$ cat config.mk
export PLATFORM = sky130hd
export DESIGN_NAME = agc_loop_control
export DESIGN_NICKNAME = d
export VERILOG_FILES = /design/src/inc/agc_loop_control_pkg.sv /design/src/agc_sample_fifo.sv /design/src/agc_gain_scale.sv /design/src/agc_loop_control.sv
export VERILOG_INCLUDE_DIRS = /design/src /design/src/inc
export SDC_FILE = /design/constraint.sdc
export NUM_CORES = 2
export LEC_CHECK = 0
export BUFFER_PORTS_ARGS = -buffer_cell sky130_fd_sc_hd__buf_2
export CORE_UTILIZATION = 58
export DETAILED_ROUTE_END_ITERATION = 10
export PLACE_DENSITY = 0.78
export RECOVER_POWER = 50
export SYNTH_ARGS = -nofsm -noshare
export SYNTH_HDL_FRONTEND = slang
export SYNTH_SLANG_ARGS = --single-unit
export TNS_END_PERCENT = 1
$ cat constraint.sdc
create_clock -name sys_clk_i -period 15.3 [get_ports sys_clk_i]
set_input_delay 4.59 -clock sys_clk_i [delete_from_list [all_inputs] [get_ports sys_clk_i]]
set_output_delay 4.59 -clock sys_clk_i [all_outputs]
set_load 0.01 [all_outputs]
$ cat src/inc/agc_loop_control_cfg.svh
`ifndef AGC_LOOP_CONTROL_CFG_SVH
`define AGC_LOOP_CONTROL_CFG_SVH

// Register byte offsets.
`define AGC_OFS_THR_GAINS   8'h00
`define AGC_OFS_LIMITS      8'h04
`define AGC_OFS_STROBE      8'h08
`define AGC_OFS_HELD_GAIN   8'h0c
`define AGC_OFS_MASTER_GAIN 8'h10

// Threshold and loop gain word.
`define AGC_SYNC_EN_BIT     29
`define AGC_THR_MSB         28
`define AGC_THR_LSB         16
`define AGC_G1_MANT_MSB     15
`define AGC_G1_MANT_LSB     12
`define AGC_G1_EXP_MSB      11
`define AGC_G1_EXP_LSB      8
`define AGC_G0_MANT_MSB     7
`define AGC_G0_MANT_LSB     4
`define AGC_G0_EXP_MSB      3
`define AGC_G0_EXP_LSB      0
`define AGC_THR_GAINS_MASK  32'h3fffffff
`define AGC_THR_GAINS_RESET 32'h00000000

// Gain limit word.
`define AGC_UPPER_MSB       27
`define AGC_UPPER_LSB       16
`define AGC_LOWER_MSB       11
`define AGC_LOWER_LSB       0
`define AGC_LIMITS_MASK     32'h0fff0fff
`define AGC_LIMITS_RESET    32'h0fff0000
`define AGC_MASTER_RESET    12'h000

// Loop accumulator: gain code sits above this many extra fraction bits.
`define AGC_ACC_FRAC        23
`define AGC_CODE_EXP_MSB    11
`define AGC_CODE_EXP_LSB    8

`endif

$ cat src/inc/agc_loop_control_pkg.sv
`default_nettype none
package agc_loop_control_pkg;
  typedef logic        [11:0] gain_code_type;
  typedef logic signed [15:0] sample_type;
  typedef logic signed [36:0] loop_acc_type;
  typedef logic signed [13:0] gain_error_type;
endpackage : agc_loop_control_pkg
`default_nettype wire

$ cat src/agc_sample_fifo.sv
`timescale 1ns/10ps
`default_nettype none
module agc_sample_fifo #(
  parameter int WIDTH = 32,
  parameter int DEPTH = 16
) (
  input  wire logic             sys_clk_i,
  input  wire logic             rst_i,
  input  wire logic [WIDTH-1:0] in_data_i,
  input  wire logic             in_valid_i,
  output logic                  in_ready_o,
  output logic      [WIDTH-1:0] out_data_o,
  output logic                  out_valid_o,
  input  wire logic             out_ready_i
);
  localparam int AW = $clog2(DEPTH);
  logic [WIDTH-1:0] mem [DEPTH];
  logic [AW-1:0]    wr_ptr;
  logic [AW-1:0]    rd_ptr;
  logic [AW:0]      count;
  logic             push;
  logic             pop;

  assign in_ready_o = (count != (AW+1)'(DEPTH));
  assign push       = in_valid_i && in_ready_o;
  assign pop        = (count != '0) && (!out_valid_o || out_ready_i);

  always_ff @(posedge sys_clk_i) begin
    if (push) begin
      mem[wr_ptr] <= in_data_i;
    end
  end

  always_ff @(posedge sys_clk_i) begin
    if (rst_i) begin
      wr_ptr <= '0;
      rd_ptr <= '0;
      count  <= '0;
    end else begin
      if (push) begin
        wr_ptr <= wr_ptr + AW'(1);
      end
      if (pop) begin
        rd_ptr <= rd_ptr + AW'(1);
      end
      count <= count + (AW+1)'(push) - (AW+1)'(pop);
    end
  end

  // The read word is registered so the consumer sees flop outputs only.
  always_ff @(posedge sys_clk_i) begin
    if (rst_i) begin
      out_valid_o <= 1'b0;
      out_data_o  <= '0;
    end else if (pop) begin
      out_valid_o <= 1'b1;
      out_data_o  <= mem[rd_ptr];
    end else if (out_ready_i) begin
      out_valid_o <= 1'b0;
    end
  end
endmodule : agc_sample_fifo
`default_nettype wire

$ cat src/agc_gain_scale.sv
`timescale 1ns/10ps
`default_nettype none
`include "agc_loop_control_cfg.svh"
module agc_gain_scale #(
  parameter int W = 16
) (
  input  wire logic signed [W-1:0] sample_i,
  input  wire logic        [11:0]  code_i,
  output logic signed      [W-1:0] scaled_o
);
  logic signed [W+9:0]  prod;
  logic signed [W+24:0] wide;

  // Code is eeee.mmmmmmmm: linear gain (1 + m/256) * 2^e.
  always_comb begin
    prod = sample_i * $signed({2'b01, code_i[7:0]});
    wide = $signed({{15{prod[W+9]}}, prod}) <<< code_i[`AGC_CODE_EXP_MSB:`AGC_CODE_EXP_LSB];
    if ((&wide[W+24:W+7]) || ~(|wide[W+24:W+7])) begin
      scaled_o = wide[W+7:8];
    end else if (wide[W+24]) begin
      scaled_o = {1'b1, {(W-1){1'b0}}};
    end else begin
      scaled_o = {1'b0, {(W-1){1'b1}}};
    end
  end
endmodule : agc_gain_scale
`default_nettype wire

$ cat src/agc_loop_control.sv
// Notes on behaviour
// All AGC registers live on the processing clock.
// Sync pin loads master gain when enabled.
// Gain error is threshold minus magnitude.
// Threshold is signed, LSB weight two^-10.
// Host allows for converter magnitude gain 1.647.
// Select high uses gain set one.
// Select low uses gain set zero.
// Step equals 1.5dB x error x mantissa x 2^-(15-e).
// Mantissa code means value over sixteen.
// Limit code is exponent plus offset-binary mantissa.
// Gain clamped between upper and lower limits.
// Strobe write captures loop output for reading.
`timescale 1ns/10ps
`default_nettype none
`include "agc_loop_control_cfg.svh"
module agc_loop_control (
  input  wire logic        sys_clk_i,
  input  wire logic        rst_i,
  input  wire logic [7:0]  addr_i,
  input  wire logic [31:0] wdata_i,
  input  wire logic        wr_i,
  input  wire logic        rd_i,
  output logic      [31:0] rdata_o,
  input  wire logic        external_filter_sync_in_i,
  input  wire logic        loop_gain_set_select_i,
  input  wire logic [15:0] fir_i_i,
  input  wire logic [15:0] fir_q_i,
  input  wire logic [11:0] magnitude_i,
  input  wire logic        fir_valid_i,
  output logic             fir_ready_o,
  output logic      [15:0] resamp_i_o,
  output logic      [15:0] resamp_q_o,
  output logic             resamp_valid_o,
  input  wire logic        resamp_ready_i,
  output logic      [11:0] agc_gain_o
);
  logic [31:0]                         thr_gains;
  logic [31:0]                         limits;
  agc_loop_control_pkg::gain_code_type master_gain;
  agc_loop_control_pkg::gain_code_type held_gain;
  agc_loop_control_pkg::loop_acc_type  acc;
  agc_loop_control_pkg::loop_acc_type  next_acc;
  agc_loop_control_pkg::loop_acc_type  step;
  agc_loop_control_pkg::loop_acc_type  upper_b;
  agc_loop_control_pkg::loop_acc_type  lower_b;
  agc_loop_control_pkg::gain_error_type gain_err;
  agc_loop_control_pkg::gain_code_type gain_code;
  agc_loop_control_pkg::sample_type    scaled_i;
  agc_loop_control_pkg::sample_type    scaled_q;
  logic signed [18:0]                  err_x_mant;
  logic [3:0]                          sel_mant;
  logic [3:0]                          sel_exp;
  logic                                accept;
  logic                                sync_load;
  logic                                strobe_wr;
  logic                                stage_valid;
  logic [31:0]                         stage_data;
  logic                                fifo_in_ready;
  logic [31:0]                         fifo_out;

  assign strobe_wr = wr_i && (addr_i == `AGC_OFS_STROBE);

  // Everything below runs on sys_clk_i; no second sample clock exists here.
  always_ff @(posedge sys_clk_i) begin
    if (rst_i) begin
      thr_gains <= `AGC_THR_GAINS_RESET;
    end else if (wr_i && (addr_i == `AGC_OFS_THR_GAINS)) begin
      thr_gains <= wdata_i & `AGC_THR_GAINS_MASK;
    end
  end

  always_ff @(posedge sys_clk_i) begin
    if (rst_i) begin
      limits <= `AGC_LIMITS_RESET;
    end else if (wr_i && (addr_i == `AGC_OFS_LIMITS)) begin
      limits <= wdata_i & `AGC_LIMITS_MASK;
    end
  end

  always_ff @(posedge sys_clk_i) begin
    if (rst_i) begin
      master_gain <= `AGC_MASTER_RESET;
    end else if (wr_i && (addr_i == `AGC_OFS_MASTER_GAIN)) begin
      master_gain <= wdata_i[11:0];
    end
  end

  // The loop output keeps moving every sample, so software reads a frozen copy.
  always_ff @(posedge sys_clk_i) begin
    if (rst_i) begin
      held_gain <= '0;
    end else if (strobe_wr) begin
      held_gain <= gain_code;
    end
  end

  // Read data stand one cycle after rd_i; unmapped and write-only read zero.
  always_ff @(posedge sys_clk_i) begin
    if (rst_i) begin
      rdata_o <= '0;
    end else begin
      rdata_o <= '0;
      if (rd_i) begin
        case (addr_i)
          `AGC_OFS_THR_GAINS:   rdata_o <= thr_gains;
          `AGC_OFS_LIMITS:      rdata_o <= limits;
          `AGC_OFS_HELD_GAIN:   rdata_o <= {20'h00000, held_gain};
          `AGC_OFS_MASTER_GAIN: rdata_o <= {20'h00000, master_gain};
          default:              rdata_o <= '0;
        endcase
      end
    end
  end

  // Gain set choice follows the select pin.
  always_comb begin
    if (loop_gain_set_select_i) begin
      sel_mant = thr_gains[`AGC_G1_MANT_MSB:`AGC_G1_MANT_LSB];
      sel_exp  = thr_gains[`AGC_G1_EXP_MSB:`AGC_G1_EXP_LSB];
    end else begin
      sel_mant = thr_gains[`AGC_G0_MANT_MSB:`AGC_G0_MANT_LSB];
      sel_exp  = thr_gains[`AGC_G0_EXP_MSB:`AGC_G0_EXP_LSB];
    end
  end

  // Both threshold and magnitude carry ten fraction bits.
  assign gain_err = $signed({thr_gains[`AGC_THR_MSB], thr_gains[`AGC_THR_MSB:`AGC_THR_LSB]})
                  - $signed({2'b00, magnitude_i});

  // Accumulator LSB is 2^-31 of an octave; 1.5dB is taken as a quarter octave, so
  // err*2^-10 * 2^-2 * m/16 * 2^(e-15) lands on the unit exactly.
  assign err_x_mant = gain_err * $signed({1'b0, sel_mant});
  assign step       = $signed({{18{err_x_mant[18]}}, err_x_mant}) <<< sel_exp;

  assign upper_b = $signed({2'b00, limits[`AGC_UPPER_MSB:`AGC_UPPER_LSB], {`AGC_ACC_FRAC{1'b0}}});
  assign lower_b = $signed({2'b00, limits[`AGC_LOWER_MSB:`AGC_LOWER_LSB], {`AGC_ACC_FRAC{1'b0}}});

  // Upper is checked first, so with crossed limits a sum above upper settles there and any other sum at the lower one.
  always_comb begin
    next_acc = acc + step;
    if (next_acc > upper_b) begin
      next_acc = upper_b;
    end else if (next_acc < lower_b) begin
      next_acc = lower_b;
    end
  end

  assign sync_load = thr_gains[`AGC_SYNC_EN_BIT] && external_filter_sync_in_i;
  assign accept    = fir_valid_i && fir_ready_o;

  // A sync pulse outranks a sample update in the same cycle.
  always_ff @(posedge sys_clk_i) begin
    if (rst_i) begin
      acc <= '0;
    end else if (sync_load) begin
      acc <= $signed({2'b00, master_gain, {`AGC_ACC_FRAC{1'b0}}});
    end else if (accept) begin
      acc <= next_acc;
    end
  end

  assign gain_code  = acc[34:`AGC_ACC_FRAC];
  assign agc_gain_o = held_gain;

  agc_gain_scale #(.W(16)) u_scale_i (
    .sample_i (fir_i_i),
    .code_i   (gain_code),
    .scaled_o (scaled_i)
  );

  agc_gain_scale #(.W(16)) u_scale_q (
    .sample_i (fir_q_i),
    .code_i   (gain_code),
    .scaled_o (scaled_q)
  );

  // One stage ahead of the buffer; a full buffer stalls the filter input.
  assign fir_ready_o = !stage_valid || fifo_in_ready;

  always_ff @(posedge sys_clk_i) begin
    if (rst_i) begin
      stage_valid <= 1'b0;
      stage_data  <= '0;
    end else if (accept) begin
      stage_valid <= 1'b1;
      stage_data  <= {scaled_i, scaled_q};
    end else if (fifo_in_ready) begin
      stage_valid <= 1'b0;
    end
  end

  agc_sample_fifo #(.WIDTH(32), .DEPTH(16)) u_fifo (
    .sys_clk_i   (sys_clk_i),
    .rst_i       (rst_i),
    .in_data_i   (stage_data),
    .in_valid_i  (stage_valid),
    .in_ready_o  (fifo_in_ready),
    .out_data_o  (fifo_out),
    .out_valid_o (resamp_valid_o),
    .out_ready_i (resamp_ready_i)
  );

  assign resamp_i_o = fifo_out[31:16];
  assign resamp_q_o = fifo_out[15:0];
endmodule : agc_loop_control
`default_nettype wire

==> impl_metrics.ini <==
[run_status]
status = finished with violations
violations = max-capacitance violations, max-slew violations, negative setup slack

[critical_path]
r2r-start = thr_gains[16]
cp_slowest_cell = or4_4
end_kind = register
arrival_ps = 16280
worst_path_largest_cell_delay_ps = 570
path_common_cell = ha_1
critPathLaunch = magnitude_i[2]
path_delay_family = simple AND/OR/NAND/NOR gates
crit_buf_inv = 8
start_kind = input pin
crit_type = in -> reg
critPathMaxFanout = 5
crit_required_ps = 15860

[synthesis]
ys_warn_count = 0
ys.flop_type = edfxtp_1
syn_area_per_cell_sq_um = 10.98
yosys.area.top_type = edfxtp_1
synth.top_cell.area_share_pct = 31.53
syn-instance-count = 4443
ys_async_sr_fraction_pct = 0
yosysSeqAreaShare_pct = 40.72
netlist_area_sq_um = 48770
synth_seq_cells = 736
synth_area_leaders = edfxtp_1, fa_1, dfxtp_1
synth_edf_count = 512
synth_cell_types = 112

[placement]
placed_area_sq_um = 52360
gp_congestion = 0.9353
io_buffer_count = 165
hpwl_um = 91200
place_ws_ps = -1251

[clock_network]
clk_pin_slew_worst_paths_ps = 60
cts_tree = yes
htree_levels = 3
cts_sinks = 736
clockBufferDepth = 3
cts_inserted_buffers = 74
cts_hold_buf = 0
root_buffer = clkbuf_16
clk_latency_ps = 650

[final_layout]
layout_common_cells = edfxtp_1, nand2_1, inv_1
n_antenna_cell = 0
seqCellArea_sq_um = 19870
multi_input_area_sq_um = 26790
num-nets-final = 5352
syn2layout_area_growth_pct = 13.26
post-route-util_pct = 66.84
design_area_sq_um = 55240
fill_cells = 6018
drive_gt1_share_pct = 18.42
mostFrequentLayoutCell = edfxtp_1

[sta]
fin_ws_ps = -422.3
period_minus_slack_ps = 15720
clock_skew_ps = 30.88
relSlewSlack_pct = -89.71
holdWs_ps = 451.1
slew_viol_final = 182
setup_tns_ps = -12480
max_freq_mhz = 63.60
min_period_over_period_pct = 102.8
timing_hold_violations_final = 0
rsz0062_at_grt = yes
tightest_slew_ps = 2846
setup_violations = 37

[detailed_routing]
wl_um = 136600
drt_iter0_drc = 3715
dr_total_vias = 37129
dr.pass1.iters = 8
drc = 0
routed_via_density = 6.308
final_antenna_net_count = 0
wire_per_inst_um = 23.20

[power]
peakVddDrop_mv = 0.1225
pwr-share-clk_pct = 33.0
power_leakage_uw = 0.02267
p_sw_share_pct = 30.79
p_seq_share_pct = 42.0
p_per_area_nw_per_um2 = 103.1
pwr-share-comb_pct = 24.9
p_int_uw = 3941
power_switching_uw = 1753

[floorplan]
design.core.area_sq_um = 82640
start_util_pct = 59.02
num_rows = 105
io_pins = 170
die_area_sq_um = 85250
die_y_um = 292.0
fp.dieW_um = 292.0

[worst_hold_path]
min_path_type = reg -> reg
hold_start = u_fifo.out_data_o[9]

[job]
max_cap_violations = 9

[global_route]
grt_overflow = 0
grt_pass1_wl_um = 210300
antenna_found_initial = 1
grt_max_degree = 91
grt_pass1_vias = 36702
grt_use_total_pct = 31.79
[cell usage after synthesis (all sizes together) (25+ instances only)]
| library cell | instances |
|---|---|
| dfxtp | 224 |
| or3 | 28 |
| o21ai | 127 |
| edfxtp | 512 |
| a21o | 58 |
| xnor2 | 68 |
| a21oi | 277 |
| and3 | 32 |
| nand2b | 32 |
| nand2 | 497 |
| mux2 | 25 |
| fa | 276 |
| mux2i | 88 |
| nand4 | 27 |
| and2 | 179 |
| mux4 | 169 |
| o211ai | 37 |
| a211oi | 42 |
| xor2 | 36 |
| ha | 230 |
| clkbuf | 182 |
| inv | 431 |
| nor2 | 283 |
| nand3 | 55 |
| buf | 42 |
| nor3 | 58 |
| o21a | 28 |
[path summary, 6_finish.rpt]
check / to / slack, ps / cells after the start
max reg2reg: acc[9] / 3150 / 59
min reg2reg: u_fifo.out_data_o[9] / 450 / 2
min: u_fifo.out_data_o[9] / 450 / 2
max: acc[9] / -420 / 59
[flip-flops by register name, indices dropped and copies added (netlist names)]
| register | cells |
|---|---|
| u_fifo.wr_ptr | 4 |
| acc | 37 |
| stage_valid | 1 |
| rdata_o | 30 |
| u_fifo.count | 5 |
| u_fifo.out_data_o | 32 |
| agc_gain_o | 12 |
| master_gain | 12 |
| u_fifo.out_valid_o | 1 |
| limits | 24 |
| u_fifo.rd_ptr | 4 |
| stage_data | 32 |
| thr_gains | 30 |
| u_fifo.mem | 512 |
[layout make-up]
class	count	area share, %
Multi-Input combinational cell	3052	48.50
Inverter	432	2.936
Clock buffer	93	3.538
Sequential cell	736	35.98
Clock inverter	45	0.9944
Timing Repair Buffer	458	5.627
Tap cell	1070	2.424
[timing repair]
item	CTS	global route
pin swaps	5	73
endpoints found under the setup margin	37	37
gates resized for setup	18	56
gates cloned	0	3
buffers inserted	1	12
[tightest hold or removal path, delay by kind of cell, from the launching register on]
kind | cells | cell delay (ps)
and+or+nand+nor | 1 | 50
DFF | 1 | 300
AOI/OAI and AO/OA | 1 | 50
[power by group through the flow]
stage | Clock [uW] | Combinational (uW) | Sequential (uW)
finish | 1880 | 1420 | 2390
global route | 1970 | 1530 | 2400
CTS | 1890 | 1410 | 2390
detailed placement | 0 | 1390 | 2430
global placement | 0 | 1340 | 2420
floorplan | 0 | 1020 | 2350
[stage by stage]
stage                     cells  power (uW)
after CTS                  5872        5693
after floorplan            4444        3378
final                      5886        5694
after detailed placement   5733        3811
after global placement     5733        3759
after global routing       5886        5900
[logic make-up after synthesis]
logic type                 synth area share [%]
DFF                                       40.72
and+or+nand+nor                           12.42
AOI/OAI and AO/OA                         12.37
xor gates and xnor gates                  1.945
buffers and inverters                     5.116
adders and majority gates                 17.23
muxes                                     10.19
other                                  0.007689
[routing by layer]
metal / vias up / global-route usage (%) / part of all wire, %
met2: 1866 / 53.37 / 49
met5: - / 0 / 0
met1: 18441 / 43.29 / 40
li1: 16538 / - / -
met3: 284 / 3.912 / 8.4
met4: 0 / 9.666 / 2.6
(Power assumes the default switching activity.)
